==> src/rtl/ocp_pkg.sv <==
// Purpose: Shared constants and types for the over-charge protection state machine.
// Assumes: Internal oscillator clock of 100 MHz.
// Notes:   Delay times are kept in their printed units; cycle counts derive from them.
package ocp_pkg;
  // ==========================================================================
  // Clock and delay timing
  localparam int unsigned CLK_HZ          = 100_000_000;
  localparam int unsigned DET_DELAY_MS    = 1000;  // 1.00 s detect delay
  localparam int unsigned REL_DELAY_US    = 16000; // 16.0 ms release delay
  localparam int unsigned DET_CYCLES      = DET_DELAY_MS * (CLK_HZ / 1000);
  localparam int unsigned REL_CYCLES      = REL_DELAY_US * (CLK_HZ / 1_000_000);
  localparam int unsigned SHORTEN_DIV     = 60;    // Shortened delay is about 1/60
  localparam int unsigned CNT_W           = 28;

  // ==========================================================================
  // Register map (Avalon-MM word addresses)
  localparam logic [3:0]  ADDR_CTRL       = 4'h0;
  localparam logic [3:0]  ADDR_STATUS     = 4'h1;
  localparam logic [3:0]  ADDR_IRQ_STAT   = 4'h2;
  localparam logic [3:0]  ADDR_IRQ_MASK   = 4'h3;
  localparam logic [31:0] CTRL_RST        = 32'h0000_0000;
  localparam logic [31:0] MASK_RST        = 32'h0000_0000;

  // ==========================================================================
  // Event bits in the interrupt status
  localparam int unsigned EV_DETECT       = 0;
  localparam int unsigned EV_RELEASE      = 1;
  localparam int unsigned EV_W            = 2;

  // ==========================================================================
  // Types
  typedef enum logic [1:0] {
    OCP_NORMAL   = 2'b00,
    OCP_DET_WAIT = 2'b01,
    OCP_OVER     = 2'b10,
    OCP_REL_WAIT = 2'b11
  } ocp_state_t;

  typedef struct packed {
    logic above_thr;     // Supply above overcharge_threshold
    logic at_release;    // Supply at or below overcharge_release_level
    logic charger;       // Charger attached
    logic load;          // discharge_overcurrent_threshold reached
    logic shorten;       // delay_shorten_mode active
    logic below_inhibit; // Supply below charge inhibit level
  } ocp_cmp_t;

  typedef struct packed {
    logic auto_release;  // 1: auto-release variant, 0: latch
    logic zero_v_ok;     // 1: zero-volt charge accepted
  } ocp_cfg_t;

  typedef struct packed {
    logic [3:0]  address;
    logic        read;
    logic        write;
    logic [31:0] writedata;
  } ocp_av_req_t;
endpackage

==> src/rtl/ocp_delay_cnt.sv <==
// Purpose: Delay counter that flags expiry after a loaded count of cycles.
// Assumes: Restart clears the count; count holds at terminal.
// Notes:   Shared by detect and release timing.
`timescale 1ns/100ps
module ocp_delay_cnt #(
  parameter int unsigned W = 28
) (
  // Clock and control
  input  wire logic         i_clk,
  input  wire logic         i_rst,
  input  wire logic         i_ce,
  input  wire logic         i_run,
  input  wire logic [W-1:0] i_limit,
  // Result
  output logic              o_done
);
  logic [W-1:0] cnt_reg;
  logic [W-1:0] cnt_next;

  // Count while running, clear when the condition drops
  assign cnt_next = !i_run ? '0 : (cnt_reg >= i_limit) ? cnt_reg : cnt_reg + 1'b1;
  assign o_done   = i_run && (cnt_reg + 1'b1 >= i_limit);

  // Counter register
  always_ff @(posedge i_clk) begin
    if (i_rst) begin
      cnt_reg <= '0;
    end else if (i_ce) begin
      cnt_reg <= cnt_next;
    end
  end
endmodule

==> src/rtl/ocp_fsm.sv <==
// Purpose: Over-charge detector state machine driving the charge FET enable.
// Assumes: Comparator inputs are synchronous to i_clk; config is static.
// Notes:   Software may override config via CTRL when its enable bit is set.
`timescale 1ns/100ps
module ocp_fsm
  import ocp_pkg::*;
#(
  parameter int unsigned DET_CNT = DET_CYCLES,
  parameter int unsigned REL_CNT = REL_CYCLES,
  parameter int unsigned SHR_DIV = SHORTEN_DIV
) (
  // Clock, reset, enable
  input  wire logic                i_clk,
  input  wire logic                i_rst,
  input  wire logic                i_ce,
  // Comparator results and static variant straps
  input  wire ocp_pkg::ocp_cmp_t   i_cmp,
  input  wire ocp_pkg::ocp_cfg_t   i_cfg,
  // Avalon-MM slave
  input  wire ocp_pkg::ocp_av_req_t i_av,
  output logic [31:0]              o_av_readdata,
  output logic                     o_av_waitrequest,
  // Outputs
  output logic                     o_charge_en,
  output logic                     o_irq
);
  import ocp_pkg::*;

  // ==========================================================================
  // Delay limits
  localparam logic [CNT_W-1:0] DET_L  = CNT_W'(DET_CNT);
  localparam logic [CNT_W-1:0] REL_L  = CNT_W'(REL_CNT);
  localparam logic [CNT_W-1:0] DET_SL = CNT_W'((DET_CNT / SHR_DIV) > 0 ? DET_CNT / SHR_DIV : 1);
  localparam logic [CNT_W-1:0] REL_SL = CNT_W'((REL_CNT / SHR_DIV) > 0 ? REL_CNT / SHR_DIV : 1);

  ocp_state_t       state_reg;
  ocp_state_t       state_next;
  logic             en_reg;
  logic             en_next;
  logic [31:0]      ctrl_reg;
  logic [EV_W-1:0]  mask_reg;
  logic             ack_reg;
  logic [31:0]      rdata_reg;
  logic [31:0]      rdata_next;

  // ==========================================================================
  // Effective configuration
  // Software override allows bench bring-up without re-strapping the part
  wire sw_ovr    = ctrl_reg[0];
  wire auto_rel  = sw_ovr ? ctrl_reg[1] : i_cfg.auto_release;
  wire zero_v_ok = sw_ovr ? ctrl_reg[2] : i_cfg.zero_v_ok;

  // ==========================================================================
  // Delay selection and release condition
  wire [CNT_W-1:0] det_lim = i_cmp.shorten ? DET_SL : DET_L;
  wire [CNT_W-1:0] rel_lim = i_cmp.shorten ? REL_SL : REL_L;

  // Latch variant: only charger removal or load below threshold releases
  wire below_thr  = !i_cmp.above_thr;
  wire rel_latch  = below_thr && (!i_cmp.charger || i_cmp.load);
  // Auto variant adds release at the release level regardless of charger
  wire rel_auto   = i_cmp.at_release
                  || (below_thr && !i_cmp.charger)
                  || (below_thr && i_cmp.load);
  wire rel_cond   = auto_rel ? rel_auto : rel_latch;

  wire det_run = (state_reg == OCP_DET_WAIT) && i_cmp.above_thr;
  wire rel_run = (state_reg == OCP_REL_WAIT) && rel_cond;
  wire det_done;
  wire rel_done;

  // Detect delay counter
  ocp_delay_cnt #(.W(CNT_W)) u_det (
    .i_clk   (i_clk),
    .i_rst   (i_rst),
    .i_ce    (i_ce),
    .i_run   (det_run),
    .i_limit (det_lim),
    .o_done  (det_done)
  );

  // Release delay counter
  ocp_delay_cnt #(.W(CNT_W)) u_rel (
    .i_clk   (i_clk),
    .i_rst   (i_rst),
    .i_ce    (i_ce),
    .i_run   (rel_run),
    .i_limit (rel_lim),
    .o_done  (rel_done)
  );

  // ==========================================================================
  // State transitions
  always_comb begin
    state_next = state_reg;
    case (state_reg)
      OCP_NORMAL: begin
        if (i_cmp.above_thr) begin
          state_next = OCP_DET_WAIT;
        end
      end
      OCP_DET_WAIT: begin
        if (!i_cmp.above_thr) begin
          state_next = OCP_NORMAL;
        end else if (det_done) begin
          state_next = OCP_OVER;
        end
      end
      OCP_OVER: begin
        if (rel_cond) begin
          state_next = OCP_REL_WAIT;
        end
      end
      OCP_REL_WAIT: begin
        if (!rel_cond) begin
          state_next = OCP_OVER;
        end else if (rel_done) begin
          state_next = OCP_NORMAL;
        end
      end
      default: begin
        state_next = OCP_NORMAL;
      end
    endcase
  end

  // Enable low in over-charge, or while zero-volt charge is inhibited
  wire in_over  = (state_next == OCP_OVER) || (state_next == OCP_REL_WAIT);
  wire inhibit  = !zero_v_ok && i_cmp.below_inhibit;
  assign en_next = !in_over && !inhibit;

  // ==========================================================================
  // Events for the interrupt block
  wire ev_det = (state_reg == OCP_DET_WAIT) && (state_next == OCP_OVER);
  wire ev_rel = (state_reg == OCP_REL_WAIT) && (state_next == OCP_NORMAL);
  wire [EV_W-1:0] events = {ev_rel, ev_det};

  // State and output registers
  always_ff @(posedge i_clk) begin
    if (i_rst) begin
      state_reg <= OCP_NORMAL;
      en_reg    <= 1'b1;
    end else if (i_ce) begin
      state_reg <= state_next;
      en_reg    <= en_next;
    end
  end
  assign o_charge_en = en_reg;

  // ==========================================================================
  // Checks on the state machine
  // Ages of the running attempts, kept apart from the delay counters
  logic [CNT_W-1:0] det_age_reg;
  logic [CNT_W-1:0] rel_age_reg;
  always_ff @(posedge i_clk) begin
    if (i_rst) begin
      det_age_reg <= '0;
      rel_age_reg <= '0;
    end else if (i_ce) begin
      det_age_reg <= det_run ? det_age_reg + 1'b1 : '0;
      rel_age_reg <= rel_run ? rel_age_reg + 1'b1 : '0;
    end
  end

  property p_reset_state;
    @(posedge i_clk)
      i_rst |=> (state_reg == OCP_NORMAL) && o_charge_en;
  endproperty
  a_reset_state: assert property (p_reset_state)
    else $error("reset did not give normal state with enable on");

  property p_normal_enable;
    @(posedge i_clk) disable iff (i_rst)
      (i_ce && state_reg == OCP_NORMAL && !inhibit) |=> o_charge_en;
  endproperty
  a_normal_enable: assert property (p_normal_enable)
    else $error("enable dropped before detect delay ended");

  property p_detect_enable_low;
    @(posedge i_clk) disable iff (i_rst)
      (i_ce && state_reg == OCP_DET_WAIT && det_done && i_cmp.above_thr) |=> !o_charge_en;
  endproperty
  a_detect_enable_low: assert property (p_detect_enable_low)
    else $error("enable not dropped after detect delay");

  property p_abandon_detect;
    @(posedge i_clk) disable iff (i_rst)
      (i_ce && state_reg == OCP_DET_WAIT && !i_cmp.above_thr) |=> state_reg == OCP_NORMAL;
  endproperty
  a_abandon_detect: assert property (p_abandon_detect)
    else $error("detect not abandoned");

  property p_detect_delay;
    @(posedge i_clk) disable iff (i_rst)
      (i_ce && ev_det) |-> (det_age_reg + 1'b1 >= det_lim);
  endproperty
  a_detect_delay: assert property (p_detect_delay)
    else $error("over-charge entered before detect delay");

  property p_latch_hold;
    @(posedge i_clk) disable iff (i_rst)
      (i_ce && !auto_rel && state_reg == OCP_OVER && i_cmp.charger && !i_cmp.load)
        |=> state_reg == OCP_OVER;
  endproperty
  a_latch_hold: assert property (p_latch_hold)
    else $error("latch released with charger attached");

  property p_latch_release;
    @(posedge i_clk) disable iff (i_rst)
      (i_ce && !auto_rel && state_reg == OCP_OVER && below_thr && !i_cmp.charger)
        |=> state_reg == OCP_REL_WAIT;
  endproperty
  a_latch_release: assert property (p_latch_release)
    else $error("latch ignored charger removal");

  property p_load_release;
    @(posedge i_clk) disable iff (i_rst)
      (i_ce && state_reg == OCP_OVER && below_thr && i_cmp.load) |=> state_reg == OCP_REL_WAIT;
  endproperty
  a_load_release: assert property (p_load_release)
    else $error("load did not start release");

  property p_auto_release_level;
    @(posedge i_clk) disable iff (i_rst)
      (i_ce && auto_rel && state_reg == OCP_OVER && i_cmp.at_release)
        |=> state_reg == OCP_REL_WAIT;
  endproperty
  a_auto_release_level: assert property (p_auto_release_level)
    else $error("release level ignored");

  property p_auto_charger_release;
    @(posedge i_clk) disable iff (i_rst)
      (i_ce && auto_rel && state_reg == OCP_OVER && below_thr && !i_cmp.charger)
        |=> state_reg == OCP_REL_WAIT;
  endproperty
  a_auto_charger_release: assert property (p_auto_charger_release)
    else $error("auto release ignored charger removal");

  property p_auto_load_release;
    @(posedge i_clk) disable iff (i_rst)
      (i_ce && auto_rel && state_reg == OCP_OVER && below_thr && i_cmp.charger && i_cmp.load)
        |=> state_reg == OCP_REL_WAIT;
  endproperty
  a_auto_load_release: assert property (p_auto_load_release)
    else $error("auto release ignored load");

  property p_release_enable;
    @(posedge i_clk) disable iff (i_rst)
      (i_ce && state_reg == OCP_REL_WAIT && rel_done && !inhibit)
        |=> (state_reg == OCP_NORMAL) && o_charge_en;
  endproperty
  a_release_enable: assert property (p_release_enable)
    else $error("enable not restored after release delay");

  property p_release_abort;
    @(posedge i_clk) disable iff (i_rst)
      (i_ce && state_reg == OCP_REL_WAIT && !rel_cond) |=> state_reg == OCP_OVER && !o_charge_en;
  endproperty
  a_release_abort: assert property (p_release_abort)
    else $error("release not abandoned");

  property p_release_delay;
    @(posedge i_clk) disable iff (i_rst)
      (i_ce && ev_rel) |-> (rel_age_reg + 1'b1 >= rel_lim);
  endproperty
  a_release_delay: assert property (p_release_delay)
    else $error("released before release delay");

  property p_inhibit;
    @(posedge i_clk) disable iff (i_rst)
      (i_ce && !zero_v_ok && i_cmp.below_inhibit) |=> !o_charge_en;
  endproperty
  a_inhibit: assert property (p_inhibit)
    else $error("zero-volt inhibit not applied");

  // ==========================================================================
  // Avalon-MM slave: one wait cycle, then acknowledge
  wire req     = i_av.read || i_av.write;
  wire take    = req && ack_reg && i_ce;   // Nothing is taken while frozen
  wire wr_ctrl = take && i_av.write && (i_av.address == ADDR_CTRL);
  wire wr_mask = take && i_av.write && (i_av.address == ADDR_IRQ_MASK);
  wire wr_stat = take && i_av.write && (i_av.address == ADDR_IRQ_STAT);
  wire [EV_W-1:0] irq_clr = wr_stat ? i_av.writedata[EV_W-1:0] : '0;
  wire [EV_W-1:0] irq_stat;

  ocp_irq #(.N(EV_W)) u_irq (
    .i_clk    (i_clk),
    .i_rst    (i_rst),
    .i_ce     (i_ce),
    .i_event  (events),
    .i_clr    (irq_clr),
    .i_mask   (mask_reg),
    .o_status (irq_stat),
    .o_irq    (o_irq)
  );

  // Checks on the event bits and the interrupt line
  property p_irq_level;
    @(posedge i_clk) disable iff (i_rst)
      (i_ce && ev_det && mask_reg[EV_DETECT] && !wr_mask) |=> o_irq;
  endproperty
  a_irq_level: assert property (p_irq_level)
    else $error("unmasked detect event did not raise interrupt");

  property p_release_event;
    @(posedge i_clk) disable iff (i_rst)
      (i_ce && ev_rel) |=> irq_stat[EV_RELEASE];
  endproperty
  a_release_event: assert property (p_release_event)
    else $error("release event not recorded");

  // Read mux; unmapped addresses read zero
  always_comb begin
    rdata_next = 32'h0000_0000;
    case (i_av.address)
      ADDR_CTRL:     rdata_next = ctrl_reg;
      ADDR_STATUS:   rdata_next = {28'h0000000, en_reg, inhibit, state_reg};
      ADDR_IRQ_STAT: rdata_next = {30'h00000000, irq_stat};
      ADDR_IRQ_MASK: rdata_next = {30'h00000000, mask_reg};
      default:       rdata_next = 32'h0000_0000;
    endcase
  end

  assign o_av_waitrequest = req && !(ack_reg && i_ce); // Stall while frozen
  assign o_av_readdata    = rdata_reg;

  // Bus registers; ack toggles so every request sees one wait cycle
  always_ff @(posedge i_clk) begin
    if (i_rst) begin
      ctrl_reg  <= CTRL_RST;
      mask_reg  <= MASK_RST[EV_W-1:0];
      ack_reg   <= 1'b0;
      rdata_reg <= 32'h0000_0000;
    end else if (i_ce) begin
      ack_reg   <= req && !ack_reg;
      rdata_reg <= rdata_next;
      if (wr_ctrl) begin
        ctrl_reg <= {29'h00000000, i_av.writedata[2:0]};
      end
      if (wr_mask) begin
        mask_reg <= i_av.writedata[EV_W-1:0];
      end
    end
  end

endmodule

==> src/rtl/ocp_irq.sv <==
// Purpose: Sticky event status with mask and one level interrupt.
// Assumes: Write-one-to-clear; a set in the same cycle wins.
// Notes:   Width is a parameter.
`timescale 1ns/100ps
module ocp_irq #(
  parameter int unsigned N = 2
) (
  // Clock and control
  input  wire logic         i_clk,
  input  wire logic         i_rst,
  input  wire logic         i_ce,
  // Events and software access
  input  wire logic [N-1:0] i_event,
  input  wire logic [N-1:0] i_clr,
  input  wire logic [N-1:0] i_mask,
  // Outputs
  output logic [N-1:0]      o_status,
  output logic              o_irq
);
  logic [N-1:0] stat_reg;
  logic [N-1:0] stat_next;

  // Set wins over clear so no event is lost
  assign stat_next = (stat_reg & ~i_clr) | i_event;
  assign o_status  = stat_reg;
  assign o_irq     = |(stat_reg & i_mask);

  always_ff @(posedge i_clk) begin
    if (i_rst) begin
      stat_reg <= '0;
    end else if (i_ce) begin
      stat_reg <= stat_next;
    end
  end
endmodule

==> config.mk <==
export PLATFORM = sky130hd
export DESIGN_NAME = ocp_fsm
export DESIGN_NICKNAME = d
export VERILOG_FILES = /design/src/rtl/ocp_pkg.sv /design/src/rtl/ocp_delay_cnt.sv /design/src/rtl/ocp_fsm.sv /design/src/rtl/ocp_irq.sv
export SDC_FILE = /design/constraint.sdc
export NUM_CORES = 1
export LEC_CHECK = 0
export ABC_AREA = 1
export CAP_MARGIN = 25
export CORE_MARGIN = 2
export CORE_UTILIZATION = 45
export CTS_CLUSTER_DIAMETER = 30
export DETAILED_ROUTE_END_ITERATION = 10
export DONT_BUFFER_PORTS = 1
export SLEW_MARGIN = 20
export SYNTH_ARGS = -nofsm -noshare
export SYNTH_HDL_FRONTEND = slang
export SYNTH_SLANG_ARGS = --single-unit
==> constraint.sdc <==
create_clock -name i_clk -period 3.8 [get_ports i_clk]
set_input_delay 0.95 -clock i_clk [delete_from_list [all_inputs] [get_ports i_clk]]
set_output_delay 0.95 -clock i_clk [all_outputs]
set_load 0.1 [all_outputs]
==> results of run 1 <==
==> worst max-delay path by stage <==
stage / startpoint / endpoint / slack [ns] / cells after the start
2_1_floorplan: i_ce / o_av_waitrequest / 0.37 / 4
3_3_place_gp: i_cmp[1] / u_det.cnt_reg[24] / 0.02 / 12
3_5_place_dp: i_cmp[1] / u_det.cnt_reg[2] / 0.29 / 13
4_1_cts: u_det.cnt_reg[1] / u_irq.o_status[0] / 0.49 / 23
5_1_grt: u_det.cnt_reg[1] / u_irq.o_status[0] / 0.13 / 23
6_report: u_det.cnt_reg[1] / u_irq.o_status[0] / 0.52 / 23
==> Yosys cell counts (12+ instances only) <==
master	number	area, um^2
a21oi_1	23	115
buf_4	32	240
clkbuf_1	12	45.0
dfxtp_1	71	1420
ha_1	46	576
inv_1	111	417
nand2_1	231	867
nand3_1	74	370
nand4_1	21	131
nor2_1	141	529
nor2_2	16	100
nor3_1	25	125
o21ai_0	58	290
xor2_1	22	193
==> placed cells by master (no fill, tap or decap), types with 22 or more instances in the layout <==
cell type	synthesis	layout
nor3_1	25	24
nor2_1	141	140
o21ai_0	58	58
conb_1	1	28
xor2_1	22	22
ha_1	46	46
nand3_1	74	74
a21oi_1	23	22
dfxtp_1	71	71
inv_1	111	111
nand2_1	231	231
==> area by class of cell <==
| cell class | count | area share |
|---|---|---|
| clock inverters | 6 | 0.00721 |
| clock buffers | 10 | 0.0357 |
| inverters | 114 | 0.0666 |
| repair buffers | 12 | 0.0273 |
| flip-flops and latches | 71 | 0.221 |
| well taps | 176 | 0.0343 |
| multi-input cells | 747 | 0.608 |
==> kinds of logic (layout without fill, tap and decap cells) <==
family	Yosys count	in the layout	share of synthesized area
other	1	28	0.000628
AOI/OAI and AO/OA	112	112	0.106
buffers and inverters	171	142	0.130
xor gates and xnor gates	31	31	0.0455
and+or+nand+nor	530	530	0.384
adders and majority gates	46	46	0.0964
DFF	71	71	0.238
==> per-stage QoR <==
step                      instances  worst slack, ns
after floorplan                 989            0.374
after global placement         1117           0.0202
after detailed placement       1119            0.287
after CTS                      1135            0.487
after global routing           1136            0.133
final                          1136            0.523
==> power by group through the flow <==
stage               Clock, mW  Sequential [mW]  Combinational [mW]
floorplan                   0            0.840               0.399
global placement            0            0.858               0.422
detailed placement          0            0.856               0.430
CTS                     0.828            0.840               0.433
global route            0.853            0.847               0.491
finish                  0.803            0.841               0.435
==> tightest hold or removal path, delay by kind of cell (launching register included) <==
family / cells / cell delay, ns
DFF: 1 / 0.31
and+or+nand+nor: 1 / 0.08
AOI/OAI and AO/OA: 1 / 0.05
==> layer usage <==
metal  GRT usage  vias up  routed length, um
met1       0.263     2527               6820
met4      0.0618        0                286
met5           0        -                  0
met3      0.0436       21                379
li1            -     3039                  -
met2       0.387       61               7180
==> results_dict.tcl, run 1 <==
set metrics [dict create \
    setup_viol 0 \
    ys_ff_latch 71 \
    routed_wl_um 14700 \
    ys_async_sr_fraction 0 \
    critical_path_class "reg2reg" \
    cts.path.max_buffers 2 \
    ys.flop_type "dfxtp_1" \
    synth_warnings 0 \
    worst_slew_pin_slew_ns 1.02 \
    layout-drive-gt1-share 0.0729 \
    cts_setup_buffers 0 \
    maxSlewViolCount 0 \
    grt_pass1_vias 5291 \
    htree_levels 3 \
    finalSetupTns_ns 0 \
    ff2ff_path_depth 23 \
    ys_seq_area_frac 0.238 \
    fin_nets 1050 \
    first_pass_iters 4 \
    start_kind "flop" \
    max_freq_ghz 0.305 \
    cts_tree "yes" \
    multi_input_area_mm2 0.00390 \
    hold_ws_ns 0.474 \
    grt.overflow.total 0 \
    leakage_nw 2.81 \
    vias_per_cell 4.97 \
    syn_inst 962 \
    antenna_cells 0 \
    coreArea_mm2 0.0131 \
    synth-edff-count 0 \
    clock-skew-final_ns 0.00848 \
    hold_violations 0 \
    min_to "u_irq.o_status[1]" \
    grt_max_degree 43 \
    status "completed" \
    crit_chain "ha_1 > nand2_1 > inv_2 > nand3_2 > nor2_2 > nand3_1 > nor2_1 > inv_2 > nor2_2 > nand4_1 > xor2_1 > inv_1 > ha_1 > nand2_1 > a21oi_2 > nand3_1 > nor2_1 > nand2_1 > nand3_1 > nand2_2 > nand2_1 > nand2_1 > a21oi_2" \
    dp_hpwl_um 10800 \
    fillCellCount 1394 \
    cpMostUsedCell "nand2_1" \
    p_switching_uw 732 \
    cp.required_ns 4.09 \
    root_buffer "clkbuf_16" \
    cp_top_family "simple AND/OR/NAND/NOR gates" \
    critPathArrivalTime_ns 3.56 \
    r2r_end "u_irq.o_status[0]" \
    cts_num_sinks 71 \
    ff2ff_setup_slack_ns 0.52 \
    path_buf_inv 3 \
    fp.dieH_um 119 \
    ant_nets 0 \
    place_area_mm2 0.00612 \
    min_path_type "reg2reg" \
    period_share 0.862 \
    cts_made_buffers 9 \
    cts.clk_slew.worst_paths_ns 0.06 \
    start_util 0.456 \
    syn_area_mm2 0.00597 \
    p_comb_frac 0.209 \
    swShare 0.352 \
    die_area_mm2 0.0142 \
    hold_depth 2 \
    synth_area_per_cell_um2 6.21 \
    crit_slowest_cell "dfxtp_1" \
    io_buffers 0 \
    seq_power_share 0.405 \
    fin_total_pwr_mw 2.08 \
    peakVddDrop_mv 0.262 \
    maxCapViolations 0 \
    wl_per_cell_um 12.9 \
    cellPowerDensity_mw_per_mm2 324 \
    rows 42 \
    maxSlewHeadroom 0.320 \
    place_congestion 0.858 \
    synth.distinct_cells 39 \
    io_pins 84 \
    final_core_util 0.491 \
    drc_errors 0 \
    grt_setup_unrepaired "no" \
    internal_power_mw 1.35 \
    r2r_start "u_det.cnt_reg[1]" \
    period_needed_ns 3.28 \
    max_stage_delay_ns 0.39 \
    clock_latency_ns 0.35 \
    crit_path_end_kind "flop" \
    vias 5648 \
    track_usage 0.217 \
    ctsResizeCount 0 \
    area_delta_synth_final_pct 7.57 \
    grt_pass1_wl_um 25200 \
    clkPwrFrac 0.386 \
    antenna_found_initial 0 \
    hold_start "u_irq.o_status[1]" \
    regArea_mm2 0.00142 \
    final_area_mm2 0.00642 \
    die_x_um 119 \
    worstPathMaxFanout 5 \
    hold_buffers 0 \
    drt_iter0_drc 289 \
]
Power figures use the tool's default switching activity.
==> inputs of run 2 (changes only) <==
Settings changed: ABC_AREA 1 to not set, REMOVE_ABC_BUFFERS set to 1.
==> results_dict.tcl, run 2 <==
set metrics [dict create \
    swShare 0.269 \
    start_util 0.463 \
    rows 41 \
    maxSlewViolCount 0 \
    max_freq_ghz 0.278 \
    grt_pass1_vias 5550 \
    clock_latency_ns 0.34 \
    grt_setup_unrepaired "no" \
    cts_num_sinks 71 \
    maxCapViolations 0 \
    cp.required_ns 4.03 \
    internal_power_mw 1.44 \
    synth_top_area_frac 0.243 \
    crit_path_end_kind "flop" \
    area_delta_synth_final_pct 11.3 \
    ys_ff_latch 71 \
    cts.path.max_buffers 2 \
    worstPathMaxFanout 8 \
    seq_power_share 0.384 \
    fillCellCount 1252 \
    fin_nets 863 \
    start_kind "flop" \
    drc_errors 0 \
    synth.distinct_cells 79 \
    drt_iter0_drc 472 \
    peakVddDrop_mv 0.211 \
    critPathArrivalTime_ns 3.83 \
    synth_warnings 0 \
    vias 5737 \
    first_pass_iters 5 \
    vias_per_cell 6.07 \
    place_congestion 0.920 \
    cts.clk_slew.worst_paths_ns 0.06 \
    grt_pass1_wl_um 27700 \
    grt_max_degree 68 \
    ys_async_sr_fraction 0 \
    cts_made_buffers 9 \
    htree_levels 3 \
    ys.flop_type "dfxtp_1" \
    layout_commonest_cell "a21oi_1" \
    track_usage 0.239 \
    wl_per_cell_um 17.5 \
    die_area_mm2 0.0140 \
    cellPowerDensity_mw_per_mm2 303 \
    final_area_mm2 0.00652 \
    synth_common_cells "dfxtp_1 (71), a21oi_1 (68), nand2_1 (65)" \
    die_x_um 118 \
    antenna_cells 0 \
    routed_wl_um 16600 \
    p_comb_frac 0.110 \
    clock-skew-final_ns 0.00770 \
    place_ws_ns 0.0942 \
    maxSlewHeadroom 0.322 \
    ys_seq_area_frac 0.243 \
    hold_buffers 0 \
    regArea_mm2 0.00143 \
    root_buffer "clkbuf_16" \
    worst_slew_pin_slew_ns 1.02 \
    period_share 0.948 \
    synth_top_area_cell "dfxtp_1" \
    ant_nets 0 \
    io_buffers 0 \
    min_path_type "reg2reg" \
    leakage_nw 2.54 \
    syn_area_mm2 0.00586 \
    synth_area_per_cell_um2 7.68 \
    layout-drive-gt1-share 0.122 \
    yosysMostFrequentCell "dfxtp_1" \
    status "completed" \
    finalSetupTns_ns 0 \
    syn_inst 763 \
    io_pins 84 \
    hold_violations 0 \
    fp.dieH_um 118 \
    clkPwrFrac 0.506 \
    synth_area_leaders "dfxtp_1 (24%), ha_1 (9.8%), a21oi_1 (5.8%), nand2_1 (4.2%), buf_4 (3.6%)" \
    antenna_found_initial 0 \
    period_needed_ns 3.60 \
    grt.overflow.total 0 \
    place_area_mm2 0.00612 \
    multi_input_area_mm2 0.00409 \
    final_cell_mix "a21oi_1 (67), dfxtp_1 (66), nand2_1 (65)" \
    p_switching_uw 531 \
    fin_total_pwr_mw 1.97 \
    coreArea_mm2 0.0127 \
    cts_tree "yes" \
    dp_hpwl_um 11600 \
    critical_path_class "reg2reg" \
    setup_viol 0 \
    synth-edff-count 0 \
    final.setup.worst_slack_ns 0.199 \
    final_core_util 0.515 \
]
-- run 2: cell types whose count changed after synthesis, sizes merged, moves of 15 or more --
| cell | before | now |
|---|---|---|
| a21oi | 27 | 68 |
| o21ai | 66 | 40 |
| clkbuf | 12 | 40 |
| inv | 114 | 18 |
| nand2 | 237 | 65 |
| and3 | 0 | 15 |
| nor2 | 159 | 50 |
| nand3 | 76 | 43 |
-- run 2: layout make-up --
cell class | count | area share
Timing Repair Buffer | 48 | 0.0572
Clock buffer | 11 | 0.0372
Sequential cell | 71 | 0.219
Multi-Input combinational cell | 620 | 0.627
Clock inverter | 5 | 0.0161
Inverter | 18 | 0.0104
Tap cell | 172 | 0.0330
-- run 2: through the flow --
| stage | hold WS [ns] | std cells |
|---|---|---|
| 6_report | 0.474 | 945 |
| 5_1_grt | 0.499 | 945 |
| 4_1_cts | 0.474 | 943 |
| 3_5_place_dp | 0.467 | 927 |
| 3_3_place_gp | 0.462 | 927 |
| 2_1_floorplan | 0.440 | 709 |
-- run 2: power groups by stage --
stage	combinational [mW]	sequential [mW]	clock, mW
6_report	0.218	0.757	0.998
2_1_floorplan	0.185	0.773	0
4_1_cts	0.216	0.757	1.01
3_5_place_dp	0.216	0.774	0
5_1_grt	0.230	0.758	1.05
3_3_place_gp	0.212	0.774	0
-- run 2: cell families after synthesis --
family                   share of synthesized area
multiplexers                                0.0250
flip-flops                                   0.243
other                                     0.000640
XOR/XNOR                                    0.0538
AND/OR/NAND/NOR                              0.283
AO/OA/AOI/OAI                                0.213
adder cells (fa/ha/maj)                     0.0982
buffers and inverters                       0.0843
-- run 2: path summary, 6_finish.rpt --
kind	startpoint	endpoint	slack (ns)	cells after the start
setup reg to reg	u_rel.cnt_reg[8]	u_irq.o_status[1]	0.20	12
hold reg to reg	u_irq.o_status[0]	u_irq.o_status[0]	0.47	2
setup / recovery	u_rel.cnt_reg[8]	u_irq.o_status[1]	0.20	12
hold / removal	u_irq.o_status[0]	u_irq.o_status[0]	0.47	2
-- run 2: critical path, cell delays in order (launching register included) --
cell and delay, ns:
dfxtp_1 0.53, nand4_4 0.18, or4_4 0.60, nor3_1 0.26, xor2_1 0.13, ha_1 0.25, a311o_1 0.34, a2111oi_1 0.40
o311ai_2 0.21, a211oi_2 0.24, buf_4 0.17, a2bb2oi_1 0.15, nor2_1 0.05
-- run 2: repair_timing --
item	4_1_cts	5_1_grt
endpoints found under the setup margin	0	5
resized for setup	0	11
buffers inserted	0	2
-- run 2: metal layers --
metal	global-route usage	part of all wire	wire length, um
met4	0.0595	0.013	218
met3	0.0407	0.057	939
met5	0	0	0
met1	0.310	0.44	7350
met2	0.412	0.49	8070
